--- src/core/idw_pkg.sv ---
package idw_pkg;
    // word indexes of the page slice this block builds
    localparam logic [7:0] IDW_W_CAP_LO = 8'h39;
    localparam logic [7:0] IDW_W_CAP_HI = 8'h3A;
    localparam logic [7:0] IDW_W_MULT = 8'h3B;
    localparam logic [7:0] IDW_W_LBA_LO = 8'h3C;
    localparam logic [7:0] IDW_W_LBA_HI = 8'h3D;
    localparam logic [7:0] IDW_W_SDMA = 8'h3E;
    localparam logic [7:0] IDW_W_MDMA = 8'h3F;
    localparam logic [7:0] IDW_W_PIO = 8'h40;
    localparam logic [7:0] IDW_W_CYC_FIRST = 8'h41;
    localparam logic [7:0] IDW_W_CYC_LAST = 8'h44;
    localparam logic [7:0] IDW_W_RSV_FIRST = 8'h45;
    localparam logic [7:0] IDW_W_RSV_LAST = 8'h4F;
    localparam logic [7:0] IDW_W_MAJOR = 8'h50;
    localparam logic [7:0] IDW_W_MINOR = 8'h51;
    localparam logic [7:0] IDW_W_CMDSET = 8'h52;
    localparam logic [7:0] IDW_W_FIRST = 8'h39;
    localparam logic [7:0] IDW_W_LAST = 8'h52;
    // fixed field values
    localparam logic [7:0] IDW_MULT_VALID_HI = 8'h01;
    localparam logic [7:0] IDW_SDMA_MASK = 8'h07;
    localparam logic [7:0] IDW_MDMA_MASK = 8'h07;
    localparam logic [15:0] IDW_PIO_ADV = 16'h0003;
    localparam logic [15:0] IDW_CYCLE_NS = 16'h0078;
    localparam logic [15:0] IDW_RESERVED = 16'h0000;
    localparam logic [15:0] IDW_MAJOR_VER = 16'h003E;
    localparam logic [15:0] IDW_MINOR_VER = 16'h0000;
    localparam logic [15:0] IDW_CMDSET_SUP = 16'h7C6B;
    // live drive configuration
    typedef struct packed {
        logic [15:0] cyls;
        logic [15:0] heads;
        logic [15:0] spt;
        logic [7:0] mult_cnt;
        logic [31:0] lba_total;
        logic [7:0] sdma_active;
        logic [7:0] mdma_active;
    } idw_cfg_t;
    // one page word toward the sector buffer
    typedef struct packed {
        logic [7:0] idx;
        logic [15:0] data;
    } idw_word_t;
    // sequencer states, gray along the path
    typedef enum logic [1:0] {
        IDW_IDLE = 2'b00,
        IDW_CALC = 2'b01,
        IDW_EMIT = 2'b11,
        IDW_DONE = 2'b10
    } idw_state_t;
endpackage : idw_pkg

--- src/core/idw_cap_mul.sv ---
`timescale 1ns/1ps
// two-stage capacity multiply: cylinders * heads * sectors
module idw_cap_mul (
    // clock and reset
    input wire logic i_clk,
    input wire logic i_rst,
    // operands
    input wire logic [15:0] i_cyls,
    input wire logic [15:0] i_heads,
    input wire logic [15:0] i_spt,
    // product, valid two edges after operands
    output logic [31:0] o_cap
);
    logic [31:0] ch_r; // cylinders times heads
    logic [15:0] spt_r; // sectors held in step

    // stage one; split so timing closes at 125 MHz
    always_ff @(posedge i_clk or posedge i_rst) begin
        if (i_rst) begin
            ch_r <= 32'h0000_0000;
            spt_r <= 16'h0000;
        end else begin
            ch_r <= {16'h0000, i_cyls} * {16'h0000, i_heads};
            spt_r <= i_spt;
        end
    end

    // stage two; low 32 bits kept, fits the two-word field
    always_ff @(posedge i_clk or posedge i_rst) begin
        if (i_rst) begin
            o_cap <= 32'h0000_0000;
        end else begin
            o_cap <= 32'(ch_r * {16'h0000, spt_r});
        end
    end
endmodule : idw_cap_mul

--- src/core/idw_word_mux.sv ---
`timescale 1ns/1ps
// word selector for indexes 57 to 82
module idw_word_mux (
    // selection
    input wire logic [7:0] i_idx,
    // snapshot values
    input wire idw_pkg::idw_cfg_t i_cfg,
    input wire logic [31:0] i_cap,
    // selected word
    output logic [15:0] o_data
);
    import idw_pkg::*;

    // pure decode; snapshot kept by the caller
    always_comb begin
        o_data = IDW_RESERVED;
        if (i_idx == IDW_W_CAP_LO) begin
            o_data = i_cap[15:0];
        end else if (i_idx == IDW_W_CAP_HI) begin
            o_data = i_cap[31:16];
        end else if (i_idx == IDW_W_MULT) begin
            o_data = {IDW_MULT_VALID_HI, i_cfg.mult_cnt};
        end else if (i_idx == IDW_W_LBA_LO) begin
            o_data = i_cfg.lba_total[15:0];
        end else if (i_idx == IDW_W_LBA_HI) begin
            o_data = i_cfg.lba_total[31:16];
        end else if (i_idx == IDW_W_SDMA) begin
            o_data = {i_cfg.sdma_active, IDW_SDMA_MASK};
        end else if (i_idx == IDW_W_MDMA) begin
            o_data = {i_cfg.mdma_active, IDW_MDMA_MASK};
        end else if (i_idx == IDW_W_PIO) begin
            o_data = IDW_PIO_ADV;
        end else if (i_idx >= IDW_W_CYC_FIRST && i_idx <= IDW_W_CYC_LAST) begin
            o_data = IDW_CYCLE_NS;
        end else if (i_idx >= IDW_W_RSV_FIRST && i_idx <= IDW_W_RSV_LAST) begin
            o_data = IDW_RESERVED;
        end else if (i_idx == IDW_W_MAJOR) begin
            o_data = IDW_MAJOR_VER;
        end else if (i_idx == IDW_W_MINOR) begin
            o_data = IDW_MINOR_VER;
        end else if (i_idx == IDW_W_CMDSET) begin
            o_data = IDW_CMDSET_SUP;
        end
    end
endmodule : idw_word_mux

--- src/core/idw_page_builder.sv ---
`timescale 1ns/1ps
// Contract
// - identify: busy, fill buffer, then data request
// - words 57-58 hold cylinders*heads*sectors
// - word 59 upper byte reads 01
// - word 59 low byte: current multiple count
// - words 60-61: LBA user sector total
// - word 62: single DMA active, mask 07
// - word 62 keeps the older layout
// - word 63: multiword DMA active, mask 07
// - word 64 reads 0003
// - words 65-68 each read 0078
// - words 69-79 read zero
// - word 80 reads 003E
// - word 81 reads 0000
// - word 82 reads 7C6B, upper flags
// - word 82 middle flags per 7C6B
// - word 82 low flags per 7C6B
module idw_page_builder (
    // clock and reset
    input wire logic i_clk,
    input wire logic i_rst,
    // command side
    input wire logic i_start,
    input wire idw_pkg::idw_cfg_t i_cfg,
    // sector buffer write port
    input wire logic i_buf_ready,
    output logic o_buf_we,
    output idw_pkg::idw_word_t o_buf_word,
    // task-file status side
    output logic o_busy,
    output logic o_drq_set,
    output logic o_irq
);
    import idw_pkg::*;

    idw_state_t state_r; // sequencer state
    idw_state_t state_nxt; // next state
    idw_cfg_t snap_r; // config frozen for this build
    logic [7:0] idx_r; // word being written
    logic [1:0] wait_r; // multiplier latency count
    logic [31:0] cap; // capacity product
    logic [15:0] word_data; // selected word
    logic emit_ok; // a word goes out this cycle

    assign emit_ok = (state_r == IDW_EMIT) && i_buf_ready;

    // capacity from the frozen snapshot
    idw_cap_mul u_mul (
        .i_clk(i_clk),
        .i_rst(i_rst),
        .i_cyls(snap_r.cyls),
        .i_heads(snap_r.heads),
        .i_spt(snap_r.spt),
        .o_cap(cap)
    );

    // word selection
    idw_word_mux u_mux (
        .i_idx(idx_r),
        .i_cfg(snap_r),
        .i_cap(cap),
        .o_data(word_data)
    );

    // next state
    always_comb begin
        state_nxt = state_r;
        case (state_r)
            IDW_IDLE: begin
                if (i_start) begin
                    state_nxt = IDW_CALC;
                end
            end
            IDW_CALC: begin
                if (wait_r == 2'h2) begin
                    state_nxt = IDW_EMIT;
                end
            end
            IDW_EMIT: begin
                if (emit_ok && idx_r == IDW_W_LAST) begin
                    state_nxt = IDW_DONE;
                end
            end
            default: begin
                state_nxt = IDW_IDLE;
            end
        endcase
    end

    // state register
    always_ff @(posedge i_clk or posedge i_rst) begin
        if (i_rst) begin
            state_r <= IDW_IDLE;
        end else begin
            state_r <= state_nxt;
        end
    end

    // snapshot; taken per build so stale settings never leak
    always_ff @(posedge i_clk or posedge i_rst) begin
        if (i_rst) begin
            snap_r <= '0;
        end else if (state_r == IDW_IDLE && i_start) begin
            snap_r <= i_cfg;
        end
    end

    // multiplier latency wait
    always_ff @(posedge i_clk or posedge i_rst) begin
        if (i_rst) begin
            wait_r <= 2'h0;
        end else if (state_r == IDW_CALC) begin
            wait_r <= wait_r + 2'h1;
        end else begin
            wait_r <= 2'h0;
        end
    end

    // word index walk; back-pressure holds it
    always_ff @(posedge i_clk or posedge i_rst) begin
        if (i_rst) begin
            idx_r <= IDW_W_FIRST;
        end else if (state_r == IDW_IDLE) begin
            idx_r <= IDW_W_FIRST;
        end else if (emit_ok && idx_r != IDW_W_LAST) begin
            idx_r <= idx_r + 8'h01;
        end
    end

    // buffer write outputs registered
    always_ff @(posedge i_clk or posedge i_rst) begin
        if (i_rst) begin
            o_buf_we <= 1'b0;
            o_buf_word <= '0;
        end else begin
            o_buf_we <= emit_ok;
            if (emit_ok) begin
                o_buf_word <= '{idx: idx_r, data: word_data};
            end
        end
    end

    // busy while building; data request and irq once filled
    always_ff @(posedge i_clk or posedge i_rst) begin
        if (i_rst) begin
            o_busy <= 1'b0;
            o_drq_set <= 1'b0;
            o_irq <= 1'b0;
        end else begin
            o_busy <= (state_nxt != IDW_IDLE);
            o_drq_set <= (state_r == IDW_DONE);
            o_irq <= (state_r == IDW_DONE);
        end
    end

    // independent capacity reference, cut to the two-word field
    logic [31:0] cap_ref; // low 32 bits of cylinders * heads * sectors
    assign cap_ref = {16'h0000, snap_r.cyls} * {16'h0000, snap_r.heads}
        * {16'h0000, snap_r.spt};
endmodule : idw_page_builder

--- config.mk ---
export PLATFORM = sky130hd
export DESIGN_NAME = idw_page_builder
export DESIGN_NICKNAME = d
export VERILOG_FILES = /design/src/core/idw_pkg.sv /design/src/core/idw_cap_mul.sv /design/src/core/idw_word_mux.sv /design/src/core/idw_page_builder.sv
export SDC_FILE = /design/constraint.sdc
export NUM_CORES = 2
export LEC_CHECK = 0
export BUFFER_PORTS_ARGS = -buffer_cell sky130_fd_sc_hd__buf_4
export CAP_MARGIN = 20
export CORE_MARGIN = 5
export CORE_UTILIZATION = 50
export CTS_CLUSTER_DIAMETER = 80
export CTS_CLUSTER_SIZE = 14
export DETAILED_ROUTE_END_ITERATION = 10
export MAX_ROUTING_LAYER = met4
export PLACE_DENSITY = 0.67
export SYNTH_ARGS = -nofsm -noshare
export SYNTH_HDL_FRONTEND = slang
export SYNTH_SLANG_ARGS = --single-unit
export TNS_END_PERCENT = 20
--- constraint.sdc ---
create_clock -name i_clk -period 21.8 [get_ports i_clk]
set_input_delay 6.54 -clock i_clk [delete_from_list [all_inputs] [get_ports i_clk]]
set_output_delay 6.54 -clock i_clk [all_outputs]
set_load 0.03 [all_outputs]
Yosys cells after proc, flatten, opt, wreduce, memory -nomap -nowiden
Index checks and enable logic that the tools add are counted.
{ "classes": {"n_addsub": 2, "n_mul": 2, "magnitude_cmp": 4, "eq_ne": 16, "n_mux": 20, "n_reduce_logical": 9} }
{ "op_table": {"columns": ["cell", "n"], "rows": [
  ["$mux 16", 12],
  ["$eq 8x6->1 const B", 7],
  ["$eq 8x7->1 const B", 4],
  ["$mul 16x16->32", 1],
  ["$mul 32x16->32", 1],
  ["$ge 8x7->1 const B", 2],
  ["$le 8x7->1 const B", 2],
  ["$mux 8", 2],
  ["$mux 15", 1],
  ["$add 8x1->8 const B", 1],
  ["$mux 2", 4],
  ["$ne 8x7->1 const B", 1],
  ["$eq 2x2->1 const B", 3],
  ["$logic_and 1x1->1", 6],
  ["$pmux 2 s3", 1],
  ["$reduce_bool 2->1", 2],
  ["$add 2x1->2 const B", 1],
  ["$eq 2x1->1 const B", 1],
  ["$logic_not 2->1", 1]
]} }
{ "word_totals": {"ff_bits": 223, "inputBits": 108, "word_cells": 71} }

Longest topological paths before layout
{ "depth": {"word_depth": 14, "mapped_depth": 24, "depth_no_buf": 21} }

By module
Synthesis repeated with hierarchy kept, for this count alone.
{ "unflattened": {"hier_cells": 2925, "hier_area_um2": 28608.7} }
{ "by_module_without_submodules": {"columns": ["mod", "n_inst", "cells_per_inst", "area_each_um2", "seq_area_each_um2"], "rows": [
  ["idw_cap_mul", 1, 2354, 21720.8, 2001.9],
  ["idw_page_builder", 1, 389, 5715.5, 3583.4],
  ["idw_word_mux", 1, 182, 1172.4, 0.0]
]} }

Least setup slack after synthesis
No wires, ideal clock.
{ "synth_timing": {"kind": "input -> register", "startpoint": "input i_start", "endpoint": "register snap_r[0] in the netlist's numbering", "setup_time_ps": 125, "arrival_time_ps": 7665, "required_time_ps": 21675, "path_slack_ps": 14010, "cell_stages": 5, "n_path_buf": 3, "path_cell_list": "and2_1 clkbuf_1 clkbuf_1 buf_2 mux2_2"} }
{ "synth_between": {"elab_chain_len": 1} }
{ "synth_lines": {"columns": ["item", "line_no", "text"], "rows": [
  ["from (decl)", "idw_page_builder.sv:24", "input wire logic i_start,"],
  ["$logic_and 1x1->1", "idw_page_builder.sv:104", "end else if (state_r == IDW_IDLE && i_start) begin"],
  ["to (signal assigned)", "idw_page_builder.sv:105", "snap_r <= i_cfg;"],
  ["to (decl)", "idw_page_builder.sv:39", "idw_cfg_t snap_r;"]
]} }
No other way between the ends.
A chain may end at the register's enable or synchronous reset.

Worst setup path in the final report
{ "layout_timing": {"startpoint": "input i_start", "endpoint": "register snap_r[65] in the netlist's numbering"} }
The elaborated chain is that of the path after synthesis.

==> reports/qor.txt <==
Worst Path Buf+Inv = 2
Starting Density = 50.2%
Fin Setup TNS = 0 ps
Post-cts hold buffer count = 0
Min-delay src = snap_r[68]
Most used DFF post-synth = dfrtp_1
Total Routing Usage GR = 24.2%
CP dominant cell by count = buf_4
Routed wire length = 68,900 um
RSZ-0062 raised after global routing = no
Via density = 5.39
Die area = 61,100 um2
DRT Pass-1 Iters = 8
Net Count, Synth = 3,677
Final HPWL DP = 53,400 um
#FFs+latches synth = 223
Tmin final = 7960 ps
# Post-CTS Setup Buffers = 0
First-pass GRT wire length = 116,000 um
RR Endpoint = u_mul.o_cap[30]
Share of cells above drive strength 1 = 10.1%
CP endpoint kind = flop
Vias = 20,000
Final Hold Vio Count = 0
Status = finished, final reports clean
Cells on Worst Hold Path = 0
CTS H-Tree Depth = 1
GRT overflow = 0
Hold EP = u_mul.spt_r[12]
Longest Clk Path Bufs = 3
Area grow syn2layout = 7.81%
Top-level I/O count = 136
Rel. slew slack = 30.0%
CTS tree = yes
HP Class = reg -> reg
CTS-repair resized insts = 0
Die Wd = 247 um
Clock Tree Root = clkbuf_16
Critical Path RT = 22,230 ps
Filler Cell Count = 4,977
RR Startpoint = u_mul.spt_r[8]
CP arrival = 8380 ps
Avg Inst Size Synth = 9.71 um2
Max Slew Vio Count = 0
Worst slew pin tran = 1050 ps
Post-Syn Area = 28,100 um2
Async SR Flop Fraction = 100%
Initial antenna violation count = 1
FF-to-FF setup slack = 14,800 ps
GPL Wtd Cong = 0.888
Core Region = 56,100 um2
CTS clock-pin slew for the worst setup and hold paths = 60 ps
Rows = 87
DRT iter0 DRCs = 1,270
Drt drc = 0
Post-synthesis sequential area ratio = 19.9%
Port bufs = 135
Max Fclk = 126 MHz
Crit-path max FO = 68
Final ANT Viol Nets = 0
Number of global-route vias before repair = 22,700
Final number of setup-violating endpoints = 0
Largest net degree at the start of global routing = 115
Mapped Cells = 2,896
Crit Path Class = in -> reg
CP max stage delay = 770 ps
Period utilization = 36.5%
Ys Warns = 0
Skew final = 41.1 ps
# clock sinks = 223
Final nets = 3,719
Die height = 247 um
Num CTS Buffers = 21
Post-synth EDFFs = 0
Max-capacitance violation count = 0
Multi-input logic area = 19,900 um2
Slowest CP cell = buf_4
Reg area = 5590 um2
Wirelength per Cell = 18.6 um
Cell breakdown of the critical path = buf_4 -> and2_4 -> buf_4 -> mux2_2
Crit-path leading delay family = buffers and inverters
Register-to-Register Path Depth = 18
CP Launch Type = input port
Clock latency on the worst-skew pair = 540 ps
Synth cell types = 72
[cells by family (layout without fill, tap and decap cells)]
logic type	count (synthesis)	in the layout	share of synthesized area (%)
AOI/OAI and AO/OA	236	236	5.88
xor gates and xnor gates	86	86	2.68
adders and majority gates	673	673	43.2
buffers and inverters	698	752	9.37
DFF	223	223	19.9
muxes	105	105	4.20
other	0	1	0
and+or+nand+nor	875	875	14.8
[synthesized netlist by cell type, drive strengths merged (21+ instances only)]
cell | n | area share (%)
a21o | 22 | 0.59
a21oi | 59 | 1.0
and2 | 266 | 5.9
clkbuf | 114 | 1.5
dfrtp | 219 | 19
fa | 498 | 35
ha | 175 | 7.8
inv | 568 | 7.6
mux2 | 104 | 4.2
nand2 | 473 | 6.3
nand3 | 21 | 0.37
nor2 | 50 | 0.67
o21ai | 43 | 0.77
xnor2 | 63 | 2.0
xor2 | 23 | 0.72
[through the flow]
| stage | cells | worst slack [ps] | area (um2) | util (%) | hold slack, ps |
|---|---|---|---|---|---|
| finish | 3707 | 13840 | 30300 | 54.1 | 378 |
| global route | 3706 | 13750 | 30300 | 54.1 | 391 |
| CTS | 3705 | 13860 | 30300 | 54.0 | 379 |
| detailed placement | 3670 | 13270 | 29700 | 53.0 | 362 |
| global placement | 3670 | 13330 | 29700 | 53.0 | 358 |
| floorplan | 2896 | 9160 | 28100 | - | 350 |
[per-layer routing]
metal	vias to the layer above	global-route usage, %	wire [um]
met5	-	-	0
met2	560	41.5	35100
met1	10400	30.3	27800
li1	8876	-	-
met4	0	7.42	2280
met3	143	3.10	3720
[flip-flops by register name, summed over array words and instances, names as in the netlist]
name and flops:
o_buf_word 24, u_mul.o_cap 32, snap_r 104, o_irq 1, o_buf_we 1, state_r 2
wait_r 2, u_mul.spt_r 16, o_busy 1, idx_r 8, u_mul.ch_r 32
[worst max path at each step]
stage / start / endpoint / cells past startpoint
final: i_start / snap_r[65] / 4
after global routing: i_start / snap_r[80] / 4
after floorplan: i_rst / idx_r[1] / 1
after detailed placement: i_start / snap_r[65] / 4
after CTS: i_start / snap_r[65] / 4
after global placement: i_start / snap_r[64] / 4
[cell usage in the layout (no fill, tap or decap), types with 6 or more instances in the layout]
master / count
nand2_1: 473
a21o_1: 22
a21oi_1: 59
xnor2_1: 63
o21ai_1: 12
nor2b_1: 6
clkbuf_16: 21
and3_1: 10
nor3_1: 12
fa_1: 498
nand2b_1: 9
a211oi_1: 12
o211ai_1: 14
mux2_2: 104
ha_1: 175
clkbuf_1: 10
o21ai_0: 31
inv_1: 566
and2_1: 264
nand3_1: 21
nor2_1: 50
dfrtp_1: 219
buf_4: 148
a221oi_1: 10
o21a_1: 10
a31oi_1: 6
xor2_1: 23
nand4_1: 6
[worst reg2reg max path, stage by stage (launching register included)]
cell and delay (ps):
dfrtp_1 1030, nand2_1 190, fa_1 550, inv_1 50
fa_1 500, inv_1 60, fa_1 530, inv_1 50
fa_1 380, fa_1 520, inv_1 50, fa_1 480
inv_1 50, ha_1 230, or4_1 580, o311a_1 450
a2111oi_2 440, nor2_1 130, o311ai_1 530
[area by class of cell]
type	count	share of cell area [%]
Antenna cell	1	0.00825
Clock buffer	31	1.86
Clock inverter	4	0.132
Inverter	568	7.06
Multi-Input combinational cell	1975	65.7
Sequential cell	223	18.4
Tap cell	756	3.12
Timing Repair Buffer	149	3.75
Power is left out: the tool's default activity adds up to more than one toggle a clock period on the data nets, which glitch-free logic cannot reach.
